--- config.mk ---
export PLATFORM = sky130hd
export DESIGN_NAME = ims_master_seq
export DESIGN_NICKNAME = d
export VERILOG_FILES = /design/src/hdl/ims_pkg.sv /design/src/hdl/ims_master_seq.sv
export SDC_FILE = /design/constraint.sdc
export NUM_CORES = 1
export LEC_CHECK = 0
export BUFFER_PORTS_ARGS = -buffer_cell sky130_fd_sc_hd__buf_2
export CAP_MARGIN = 20
export CELL_PAD_IN_SITES_DETAIL_PLACEMENT = 1
export CELL_PAD_IN_SITES_GLOBAL_PLACEMENT = 2
export CORE_MARGIN = 2
export CORE_UTILIZATION = 35
export CTS_CLUSTER_SIZE = 8
export DETAILED_ROUTE_END_ITERATION = 7
export PLACE_DENSITY = 0.82
export SLEW_MARGIN = 0
export SYNTH_ARGS = -nofsm -noshare
export SYNTH_HDL_FRONTEND = slang
export SYNTH_SLANG_ARGS = --single-unit
--- constraint.sdc ---
create_clock -name clk_sys -period 4.8 [get_ports clk_sys]
set_input_delay 0.96 -clock clk_sys [delete_from_list [all_inputs] [get_ports clk_sys]]
set_output_delay 0.96 -clock clk_sys [all_outputs]
set_load 0.005 [all_outputs]
--- src/hdl/ims_pkg.sv ---
// Constants for the two-wire bus master sequencer: register map, field positions, timing.
// Assumes a 10 MHz system clock and an Avalon-MM slave port with 32-bit data.
// Function
// RULE1: While SCL is released, hold the counter until SCL reads high, then reload.
// RULE2: Setting start_req with both lines high reloads and starts the counter.
// RULE3: Counter expiry with both lines high pulls SDA low and sets start_seen.
// RULE4: After SDA low, one more period, then clear start_req and hold SDA low.
// RULE5: Lines low at start, or SCL low before SDA driven, sets collision and aborts.
// RULE6: Buffer writes during Start, Repeated Start or receive are dropped and flag write_collision.
// RULE7: Writes to the low five request bits are ignored until a Start completes.
// RULE8: restart_req only takes effect when the master logic is idle.
// RULE9: Repeated Start: SCL low, SDA released, SCL released, both high, then SDA low.
// RULE10: Repeated Start ends clearing restart_req, keeping SDA low; irq_flag after expiry.
// RULE11: Repeated Start collision: SDA low as SCL rises, or SCL low before SDA driven.
// RULE12: A buffer write sets buf_full and starts a byte; buf_full clears after eight bits.
// RULE13: Each bit changes after SCL falls; SCL low one period, high one period.
// RULE14: After the eighth falling edge, SDA is released for the slave acknowledge.
// RULE15: At the ninth falling edge, sample acknowledge into ack_status (low means acknowledged).
// RULE16: After the ninth clock set irq_flag, halt, SCL low, SDA unchanged until next write.
// RULE17: Write while shifting sets write_collision; a rewrite within two cycles still updates.
// RULE18: Software sets recv_req only while idle; otherwise the request is ignored.
// RULE19: Receive toggles SCL per rollover, shifts SDA in, then stores, flags and halts.
// RULE20: Receive sets buf_full on buffer load; reading the buffer clears it.
// RULE21: rx_overflow sets when a byte completes while buf_full is still set.
// RULE22: Counter reloads from the low seven reload bits and counts down twice per cycle; the Repeated Start data phase loads only the low six.
// RULE23: SDA and SCL are open drain: pulled low to assert, released to float high.
package ims_pkg;
	localparam logic [3:0] OFS_CTRL2  = 4'h0;
	localparam logic [3:0] OFS_STATUS = 4'h4;
	localparam logic [3:0] OFS_RELOAD = 4'h8;
	localparam logic [3:0] OFS_BUF    = 4'hC;
	// Second control register fields.
	localparam int         C2_START   = 0;
	localparam int         C2_RESTART = 1;
	localparam int         C2_RECV    = 3;
	localparam int         C2_ACK     = 6;
	localparam int         C2_WRITE_COLLISION    = 7;
	localparam int         C2_COLL    = 8;
	localparam int         C2_IRQ     = 9;
	// Status register fields.
	localparam int         ST_BUFFULL = 0;
	localparam int         ST_START   = 3;
	localparam int         ST_OVF     = 6;
	localparam logic [4:0] REQ_MASK   = 5'h1F;
	localparam logic [6:0] RELOAD_RST = 7'h09;
	// Rewrite grace window after a colliding write, two instruction cycles.
	localparam int         WRITE_COLLISION_TCY     = 2;
	localparam int         CLK_PER_TCY  = 1;
	localparam logic [1:0] WRITE_COLLISION_CYCLES  = 2'(WRITE_COLLISION_TCY * CLK_PER_TCY);
	localparam logic [3:0] BITS_BYTE    = 4'h8;
	localparam logic [3:0] BITS_ACK     = 4'h9;
endpackage

--- src/hdl/ims_master_seq.sv ---
// Two-wire bus master sequencer: Start, Repeated Start, byte transmit and receive.
// Assumes synchronised sampling of pins is done here; pins are open drain outside.
`default_nettype none
module ims_master_seq
	import ims_pkg::*;
(
	input  wire logic        clk_sys,
	input  wire logic        rst,
	input  wire logic [3:0]  avs_address,
	input  wire logic        avs_read,
	input  wire logic        avs_write,
	input  wire logic [31:0] avs_writedata,
	input  wire logic [3:0]  avs_byteenable,
	output logic      [31:0] avs_readdata,
	output logic             avs_waitrequest,
	input  wire logic        sdaIn,
	output logic             sdaOut,
	output logic             sdaOe_n,
	input  wire logic        sclIn,
	output logic             sclOut,
	output logic             sclOe_n
);
	// States of the sequencer. Every state except idle, S_RS_LOW, S_RS_SCLUP and the
	// last S_RX_LOW of a byte spends at least one counter period before it moves on, unless a
	// collision aborts it; the counter loads on every change to a state other than idle, so the timed phases of a condition but S_RS_SDA last one full period.
	// The Start path uses two states: the first waits with both lines
	// released, the second holds data low with the clock still released.
	// The Repeated Start path first pulls the clock low, then releases data,
	// then releases the clock and waits for it to read high, then checks that
	// both lines stay high for a period before it pulls data low for one more.
	// Transmit and receive alternate a low and a high state per bit, and the
	// bit counter advances once per clock pulse.
	// Idle is also the resting state after a byte. The clock stays pulled low
	// there until the next command, which is how the bus is held between bytes.
	typedef enum logic [3:0] {
		S_IDLE, S_ST_WAIT, S_ST_HOLD,
		S_RS_LOW, S_RS_SDA, S_RS_SCLUP, S_RS_HIGH, S_RS_HOLD,
		S_TX_LOW, S_TX_HIGH, S_RX_LOW, S_RX_HIGH
	} ims_state_e;

	ims_state_e state_q, state_d;
	logic [1:0] sdaSync_q, sclSync_q;
	logic [6:0] reload_q;
	logic [6:0] brg_q;
	logic [7:0] buf_q, shift_q;
	logic [3:0] bitCnt_q;
	logic       startReq_q, restartReq_q, recvReq_q;
	logic       ack_status_q, write_collision_q, coll_q, irq_q;
	logic       bufFull_q, startSeen_q, ovf_q;
	logic       sdaLow_q, sclLow_q;
	logic [1:0] wcolWin_q;
	logic       ack_q;
	logic [31:0] rdData_q;

	// Synchronised pin levels; only the second stage is read by logic.
	// The two stages add a delay of two clocks to every line reading. This is
	// short against a counter period, so the sequencer still sees a stretched
	// clock before it would count the high time.
	wire        sdaHi     = sdaSync_q[1];
	wire        sclHi     = sclSync_q[1];
	wire        brgZero   = (brg_q <= 7'h01);
	wire        hit       = (avs_read | avs_write) & ~ack_q;
	wire        wrHit     = avs_write & ~ack_q;
	wire        rdHit     = avs_read & ~ack_q;
	// Register decode. A request is taken once, in the cycle before the
	// answer, so a held request cannot act twice on a request bit or a flag.
	// Byte lane one of the second control register enables the flag clears; the write
	// collision clear is bit 7 in lane zero, and software can clear flags without touching the request bits.
	wire        wrCtrl    = wrHit & (avs_address == OFS_CTRL2) & avs_byteenable[0];
	wire        wrFlags   = wrHit & (avs_address == OFS_CTRL2) & avs_byteenable[1];
	wire        wrStatus  = wrHit & (avs_address == OFS_STATUS) & avs_byteenable[0];
	wire        wrReload  = wrHit & (avs_address == OFS_RELOAD) & avs_byteenable[0];
	wire        wrBuf     = wrHit & (avs_address == OFS_BUF) & avs_byteenable[0];
	wire        rdBuf     = rdHit & (avs_address == OFS_BUF);
	wire        idle      = (state_q == S_IDLE);
	wire        inStartRs = startReq_q | restartReq_q;
	wire        shifting  = (state_q == S_TX_LOW) | (state_q == S_TX_HIGH);
	wire        inRx      = recvReq_q;
	wire        bufBlock  = inStartRs | inRx;                          // [RULE6]
	wire        bufTx     = wrBuf & idle & ~bufBlock;                  // [RULE12]
	wire        bufLate   = wrBuf & shifting & (wcolWin_q != 2'h0);    // [RULE17]
	wire        ctrlOk    = wrCtrl & idle & ~inStartRs;                // [RULE7]
	wire        goStart   = ctrlOk & avs_writedata[C2_START];
	wire        goRestart = ctrlOk & ~goStart & avs_writedata[C2_RESTART]; // [RULE8]
	wire        goRecv    = ctrlOk & ~goStart & ~goRestart & avs_writedata[C2_RECV]; // [RULE18]
	wire        rxDone    = (state_q == S_RX_LOW) & (bitCnt_q == BITS_BYTE);
	wire        txAck     = (state_q == S_TX_HIGH) & brgZero & (bitCnt_q == BITS_ACK);
	wire        rsColl    = ((state_q == S_RS_HIGH) & (~sdaHi | ~sclHi))
	                      | ((state_q == S_RS_SCLUP) & sclHi & ~sdaHi);        // [RULE11]
	wire        stColl    = (state_q == S_ST_WAIT) & (~sclHi | ~sdaHi);       // [RULE5]
	wire        startColl = goStart & ~sdaHi & ~sclHi;                        // [RULE5]

	always_ff @(posedge clk_sys) begin
		sdaSync_q <= {sdaSync_q[0], sdaIn};
		sclSync_q <= {sclSync_q[0], sclIn};
	end

	// Sequencer state.
	always_comb begin
		state_d = state_q;
		unique case (state_q)
			S_IDLE: begin
				if (goStart && !startColl)
					state_d = S_ST_WAIT;                                 // [RULE2]
				else if (goRestart)
					state_d = S_RS_LOW;                                  // [RULE9]
				else if (goRecv)
					state_d = S_RX_LOW;
				else if (bufTx)
					state_d = S_TX_LOW;                                  // [RULE12]
			end
			S_ST_WAIT: begin
				if (stColl)
					state_d = S_IDLE;                                    // [RULE5]
				else if (brgZero)
					state_d = S_ST_HOLD;                                 // [RULE3]
			end
			S_ST_HOLD:  if (brgZero) state_d = S_IDLE;                   // [RULE4]
			S_RS_LOW:   if (!sclHi) state_d = S_RS_SDA;
			S_RS_SDA:   if (brgZero && sdaHi) state_d = S_RS_SCLUP;
			S_RS_SCLUP: begin
				if (rsColl)
					state_d = S_IDLE;
				else if (sclHi)
					state_d = S_RS_HIGH;
			end
			S_RS_HIGH: begin
				if (rsColl)
					state_d = S_IDLE;                                    // [RULE11]
				else if (brgZero)
					state_d = S_RS_HOLD;
			end
			S_RS_HOLD:  if (brgZero) state_d = S_IDLE;                   // [RULE10]
			S_TX_LOW:   if (brgZero) state_d = S_TX_HIGH;                // [RULE13]
			S_TX_HIGH: begin
				if (txAck)
					state_d = S_IDLE;                                    // [RULE16]
				else if (brgZero)
					state_d = S_TX_LOW;
			end
			S_RX_LOW: begin
				if (rxDone)
					state_d = S_IDLE;                                    // [RULE19]
				else if (brgZero)
					state_d = S_RX_HIGH;
			end
			S_RX_HIGH:  if (brgZero) state_d = S_RX_LOW;
			default:    state_d = S_IDLE;
		endcase
	end

	// Counter steps by two per clock; in S_TX_HIGH, S_RX_HIGH and S_RS_SCLUP a released SCL holds it until the line reads high.
	// Holding it at the reload value while the line is still low means that
	// the high time is counted only from the moment the line is seen high.
	// A slave that stretches the clock therefore never shortens the high time.
	// The Repeated Start data phase loads only the low six reload bits, so
	// that phase is shorter than the others whenever reload bit 6 is set.
	wire sclWait = ((state_q == S_TX_HIGH) | (state_q == S_RX_HIGH)
	              | (state_q == S_RS_SCLUP)) & ~sclHi;                     // [RULE1]
	wire brgLoad = (state_d != state_q) | (brgZero & ~idle);
	wire [6:0] brgLoadVal = (state_d == S_RS_SDA) ? {1'b0, reload_q[5:0]} : reload_q; // [RULE9]
	always_ff @(posedge clk_sys) begin
		if (rst)
			brg_q <= 7'h00;
		else if (sclWait)
			brg_q <= reload_q;                                           // [RULE1]
		else if (brgLoad && state_d != S_IDLE)
			brg_q <= brgLoadVal;                                         // [RULE22]
		else if (!brgZero)
			brg_q <= brg_q - 7'h02;                                      // [RULE22]
		else
			brg_q <= 7'h00;
	end

	always_ff @(posedge clk_sys) begin
		if (rst)
			state_q <= S_IDLE;
		else
			state_q <= state_d;
	end

	// Open-drain drive; a low drive bit releases the line.
	// The data bit for a new clock low phase is taken from what the shifter
	// will hold after this edge: the written byte when a transfer begins, the
	// next lower bit when a high phase ends. Reading the shifter itself here
	// would put out the previous bit, one bit late.
	// Within a transmitted byte, data changes only on the edge that pulls the clock low,
	// so it is never seen to move while the clock is released.
	wire txNextBit = (state_q == S_IDLE) ? avs_writedata[7] : shift_q[6];  // [RULE13]
	wire sdaLow_d = (state_d == S_ST_HOLD) | (state_d == S_RS_HOLD)
	              | ((state_q == S_ST_HOLD) & (state_d == S_IDLE)) ? 1'b1 :
	                ((state_d == S_TX_LOW) & (bitCnt_q == BITS_BYTE))
	                  | (state_d == S_RX_LOW) | (state_d == S_RX_HIGH)
	                  | (state_d == S_RS_SDA) | (state_d == S_RS_SCLUP)
	                  | (state_d == S_RS_HIGH) | (stColl | rsColl) ? 1'b0 :
	                (state_d == S_TX_LOW) & (state_q != S_TX_LOW) ? ~txNextBit : sdaLow_q;
	// The clock is pulled low for every low phase and kept low in idle after
	// a Start or a byte; a collision during a condition lets both lines go, one at the Start request leaves them as they were.
	wire sclLow_d = (state_d == S_RS_LOW) | (state_d == S_RS_SDA)
	              | (state_d == S_TX_LOW) | (state_d == S_RX_LOW)
	              | ((state_q == S_ST_HOLD) & (state_d == S_IDLE))
	              | (txAck | rxDone) | (idle & sclLow_q & ~(stColl | rsColl));
	always_ff @(posedge clk_sys) begin
		if (rst) begin
			sdaLow_q <= 1'b0;
			sclLow_q <= 1'b0;
		end else begin
			sdaLow_q <= sdaLow_d;                                        // [RULE13]
			sclLow_q <= sclLow_d;                                        // [RULE23]
		end
	end
	assign sdaOut  = 1'b0;
	assign sclOut  = 1'b0;
	assign sdaOe_n = ~sdaLow_q;                                          // [RULE23]
	assign sclOe_n = ~sclLow_q;                                          // [RULE23]

	// Shifter, bit counter and buffer.
	// Transmit shifts out from the top bit and fills with ones, so the line
	// is released once the byte is through. Receive shifts in at the bottom
	// on each clock fall. A late rewrite restarts the byte from its first bit,
	// which may corrupt the transfer on the line; software sees this through
	// the write collision flag.
	always_ff @(posedge clk_sys) begin
		if (rst) begin
			shift_q  <= 8'h00;
			bitCnt_q <= 4'h0;
			buf_q    <= 8'h00;
		end else begin
			if (bufTx || bufLate) begin
				buf_q    <= avs_writedata[7:0];                          // [RULE17]
				shift_q  <= avs_writedata[7:0];
				bitCnt_q <= 4'h0;
			end else if (state_q == S_TX_LOW && state_d == S_TX_HIGH) begin
				bitCnt_q <= bitCnt_q + 4'h1;
			end else if (state_q == S_TX_HIGH && state_d == S_TX_LOW) begin
				shift_q  <= {shift_q[6:0], 1'b1};                        // [RULE14]
			end else if (goRecv) begin
				bitCnt_q <= 4'h0;
			end else if (state_q == S_RX_HIGH && state_d == S_RX_LOW) begin
				shift_q  <= {shift_q[6:0], sdaHi};                       // [RULE19]
				bitCnt_q <= bitCnt_q + 4'h1;
			end else if (rxDone) begin
				buf_q    <= shift_q;                                     // [RULE19]
			end
		end
	end

	// Request bits and flags; a hardware set wins over a software clear.
	// A clear that meets a new event in the same cycle would otherwise lose
	// that event without trace, which is worse than a flag left standing.
	// The request bits clear themselves when their condition completes or is
	// aborted by a collision, so software only ever sets them.
	// The rewrite window opens on the first colliding write while a byte is
	// transmitted and closes two clocks later.
	wire swClrFlags = wrFlags;
	always_ff @(posedge clk_sys) begin
		if (rst) begin
			startReq_q   <= 1'b0;
			restartReq_q <= 1'b0;
			recvReq_q    <= 1'b0;
			ack_status_q    <= 1'b0;
			write_collision_q       <= 1'b0;
			coll_q       <= 1'b0;
			irq_q        <= 1'b0;
			bufFull_q    <= 1'b0;
			startSeen_q  <= 1'b0;
			ovf_q        <= 1'b0;
			wcolWin_q    <= 2'h0;
			reload_q     <= RELOAD_RST;
		end else begin
			if (wrReload)
				reload_q <= avs_writedata[6:0];                          // [RULE22]
			startReq_q   <= (goStart & ~startColl)
			              | (startReq_q & ~((state_q == S_ST_HOLD) & brgZero) & ~stColl); // [RULE4]
			restartReq_q <= goRestart
			              | (restartReq_q & ~((state_q == S_RS_HOLD) & brgZero) & ~rsColl); // [RULE10]
			recvReq_q    <= goRecv | (recvReq_q & ~rxDone);              // [RULE19]
			if (txAck)
				ack_status_q <= sdaHi;                                      // [RULE15]
			write_collision_q <= (wrBuf & (bufBlock | shifting))                    // [RULE6]
			        | (write_collision_q & ~(swClrFlags & ~avs_writedata[C2_WRITE_COLLISION]));  // [RULE17]
			coll_q <= startColl | stColl | rsColl
			        | (coll_q & ~(swClrFlags & ~avs_writedata[C2_COLL])); // [RULE5]
			irq_q  <= txAck | rxDone
			        | ((state_q == S_ST_HOLD) & brgZero)
			        | ((state_q == S_RS_HOLD) & brgZero)                 // [RULE10]
			        | (irq_q & ~(swClrFlags & ~avs_writedata[C2_IRQ]));  // [RULE16]
			wcolWin_q <= (wrBuf & shifting & (wcolWin_q == 2'h0)) ? WRITE_COLLISION_CYCLES :
			             (wcolWin_q != 2'h0) ? wcolWin_q - 2'h1 : 2'h0;
			bufFull_q <= bufTx | rxDone                                  // [RULE20]
			           | (bufFull_q & ~((state_q == S_TX_HIGH) & brgZero
			                            & (bitCnt_q == BITS_BYTE))      // [RULE12]
			                         & ~rdBuf);                          // [RULE20]
			startSeen_q <= ((state_d == S_ST_HOLD) & (state_q == S_ST_WAIT))  // [RULE3]
			             | ((state_d == S_RS_HOLD) & (state_q == S_RS_HIGH))
			             | (startSeen_q & ~(wrStatus & ~avs_writedata[ST_START]));
			ovf_q <= (rxDone & bufFull_q)                                // [RULE21]
			       | (ovf_q & ~(wrStatus & ~avs_writedata[ST_OVF]));
		end
	end

	// Bus slave: every access answers one cycle after it is taken.
	// Read data is registered at the taking edge and stands until the next
	// read, so it is settled when the master sees waitrequest low.
	// Unmapped offsets read as zero and ignore writes.
	wire [31:0] rdMux =
		(avs_address == OFS_CTRL2)  ? {22'h0, irq_q, coll_q, write_collision_q, ack_status_q,
		                               2'b00, recvReq_q, 1'b0, restartReq_q, startReq_q} :
		(avs_address == OFS_STATUS) ? {25'h0, ovf_q, 2'b00, startSeen_q, 2'b00, bufFull_q} :
		(avs_address == OFS_RELOAD) ? {25'h0, reload_q} :
		(avs_address == OFS_BUF)    ? {24'h0, buf_q} : 32'h0;
	always_ff @(posedge clk_sys) begin
		if (rst) begin
			ack_q    <= 1'b0;
			rdData_q <= 32'h0;
		end else begin
			ack_q    <= hit;
			if (rdHit)
				rdData_q <= rdMux;
		end
	end
	assign avs_readdata    = rdData_q;
	assign avs_waitrequest = ~ack_q;
endmodule
`default_nettype wire

==> flow_summary_export.csv <==
group,metric,value,unit
die,dieArea,12000,um2
setup_path,worst_ep_arrival_time,3600,ps
yosys,ys_top_cells_by_area,"dfxtp_1 34%, mux2i_1 5.1%, buf_4 4.8%",
die,io_pins,83,
die,die_x,109,um
detailed_routing,detail_route.wl_per_cell,18.0,um
setup_path,cp_top_family,"simple AND/OR/NAND/NOR gates",
yosys,yosysMostFrequentCell,"dfxtp_1",
clocking,clkLatencyLatePin,350,ps
global_route,grt_pass1_wl,18000,um
yosys,synth-seq-cells,67,
setup_path,regToRegStartpoint,"brg_q[1]$_SDFF_PP0_",
yosys,yosysTopAreaCellShare,34.5,%
clocking,postCtsSetupBuffers,0,
finish,drive_above_1_share,14.7,%
finish,finalNetCount,537,
pwr,combinationalPowerShare,28.4,%
pwr,internal_power,1.00,mW
clocking,htreeDepth,3,
clocking,hold_buffers,0,
pwr,power.clock.fraction,30.3,%
die,core_area,10800,um2
die,die_h,109,um
finish,antenna_cells,0,
setup_path,crit_path_max_incr_delay,720,ps
setup_path,cp-startpoint,"avs_address[1]",
placement,port_buffers,34,
detailed_routing,wl,11400,um
detailed_routing,vias_per_cell,5.41,
setup_path,r2r-end,"brg_q[3]$_SDFF_PP0_",
timing,whs,332,ps
placement,hpwl,8670,um
setup_path,endpoint_kind,"register",
pwr,seqPwrFrac,41.3,%
setup_path,criticalPathCategory,"input port to register",
setup_path,ff2ff_path_depth,10,
setup_path,path_cells,"buf_2, nor4_4, nand4_2, o21ai_2, a211oi_2, or4_1, a211o_1, nand3_1, a21oi_1",
setup_path,worst-path-stages,9,
clocking,cts_buffer_depth,2,
global_route,grt_start_max_net_pins,28,
timing,maxSlewHeadroom,47.9,%
timing,max_freq,0.296,GHz
run,drv_cap,0,
timing,fin_crit_sh,70.3,%
min_path,whs_path_depth,0,
pwr,p_sw_share,35.4,%
global_route,grt_pass1_vias,3343,
yosys,synth.distinct_cells,72,
clocking,cts_tree,"yes",
global_route,grt-ovfl-total,0,
detailed_routing,ant_nets,0,
clocking,cts_resized,0,
global_route,grt_usage,19.7,%
yosys,ys_warn_count,0,
setup_path,crit_path_max_fanout,9,
yosys,postSynthCellCount,466,
yosys,synth_largest_area_cell,"dfxtp_1",
detailed_routing,vias,3412,
finish,synthToLayoutAreaGrowth,8.42,%
yosys,avgSynthCellArea,8.35,um2
detailed_routing,drt-initial-drc-count,240,
detailed_routing,drc_errors,0,
pwr,p_sw,549,uW
timing,rsz0062_at_grt,"false",
setup_path,path_buf_inv,1,
yosys,synth_area,3890,um2
timing,period_needed,3380,ps
global_route,grt_antenna_before_repair,0,
timing,setup_tns,0,ps
timing,worstMarginPinSlew,781,ps
pwr,ir_drop,0.199,mV
detailed_routing,firstDrtPassIters,4,
timing,slew_viol_final,0,
clocking,numCtsBuffers,9,
pwr,p_leak,1.70,nW
yosys,synth-edff-count,0,
clocking,clkTransAtPathRegs,70,ps
setup_path,required,5020,ps
pwr,p_per_area,368,nW/um2
yosys,synthArstFlopShare,0,%
setup_path,cp-endpoint,"shift_q[0]$_SDFFE_PP0P_",
clocking,root_buffer,"clkbuf_8",
clocking,clock_sinks,67,
yosys,ys.flop_type,"dfxtp_1",
timing,finalHoldViolCount,0,
die,fp-row-count,38,
min_path,hold_path.class,"register to register",
timing,setup_viol,0,
die,floorplan.initialDensity,35.9,%
yosys,seq_area_frac_synth,34.5,%
status,status,"complete, no violations",
setup_path,start_kind,"input port",
yosys,synth_common_cells,"67 x dfxtp_1, 46 x nor2_1, 43 x nand2_1",
placement,gp_congestion,0.885,
setup_path,r2r_slack,1470,ps
setup_path,critPathSlowestCell,"or4_1",
timing,fin_skew,11.6,ps
[how the worst min path moves through the flow]
stage                                     from                    to
after floorplan           sclSync_q[0]$_DFF_P_  sclSync_q[1]$_DFF_P_
after global placement    sdaSync_q[0]$_DFF_P_  sdaSync_q[1]$_DFF_P_
after detailed placement  sdaSync_q[0]$_DFF_P_  sdaSync_q[1]$_DFF_P_
after CTS                 sdaSync_q[0]$_DFF_P_  sdaSync_q[1]$_DFF_P_
after global routing      sdaSync_q[0]$_DFF_P_  sdaSync_q[1]$_DFF_P_
final                     sdaSync_q[0]$_DFF_P_  sdaSync_q[1]$_DFF_P_
[sequential cells by signal (all words and copies together) (netlist names), 4 cells and up]
signal and cells:
reload_q 7, avs_readdata 10, brg_q 7, state_q 4
buf_q 8, bitCnt_q 4, shift_q 8
[stage by stage]
step | util [%] | std cells | total power, mW | area [um2] | setup slack [ps]
after floorplan | - | 489 | 0.980 | 3980 | 1730
final | 38.9 | 631 | 1.55 | 4220 | 1420
after global routing | 38.9 | 631 | 1.64 | 4220 | 1170
after global placement | 37.2 | 615 | 1.08 | 4030 | 1090
after CTS | 38.9 | 631 | 1.56 | 4220 | 1410
after detailed placement | 37.2 | 615 | 1.09 | 4030 | 1050
[power by group through the flow]
stage                     Sequential [mW]  Clock (mW)  Combinational [mW]
after global routing                0.650       0.501               0.489
final                               0.641       0.470               0.440
after detailed placement            0.654           0               0.438
after floorplan                     0.630           0               0.350
after CTS                           0.641       0.482               0.441
after global placement              0.653           0               0.429
[final cells by class]
cell class / instances / area, um2
clock buffers: 11 / 131
well taps: 140 / 175
multi-input cells: 351 / 2250
repair buffers: 36 / 185
fillers: 1315 / 6620
clock inverters: 5 / 61.3
inverters: 21 / 78.8
flip-flops and latches: 67 / 1340
[metal layers]
metal / up-vias / track usage (%) / wire (um)
met3: 7 / 3.02 / 572
met1: 1642 / 28.5 / 5510
met4: 0 / 4.34 / 43
li1: 1678 / - / -
met5: - / 0 / 0
met2: 85 / 30.8 / 5230
[placed cells by master (no fill, tap or decap), types with 3 or more instances in the layout]
cell type,count
dfxtp_1,67
nor2_1,46
nand2_1,43
buf_2,34
a21oi_1,30
conb_1,24
inv_1,21
mux2i_1,20
nand3_1,15
o21ai_0,15
nor3_1,14
a31oi_1,14
clkbuf_8,9
nand2b_1,7
xnor2_1,6
a211oi_1,6
o32ai_1,6
and2_1,5
nor3b_1,5
nand4_1,5
ha_1,5
nor2b_1,4
nand3b_1,4
or3_1,4
a22oi_1,4
o21ai_1,3
nor4b_1,3
o21a_1,3
nand4b_1,3
a211o_1,3
o21bai_1,3
mux4_2,3
[kinds of logic after synthesis]
family,count (synthesis),synth area share [%]
xor gates and xnor gates,7,1.58
adders and majority gates,5,1.61
DFF,67,34.5
other,1,0.0963
and+or+nand+nor,175,24.7
muxes,23,6.88
buffers and inverters,71,10.0
AOI/OAI and AO/OA,117,20.7
Note: power is estimated with default switching activity, not from simulation.
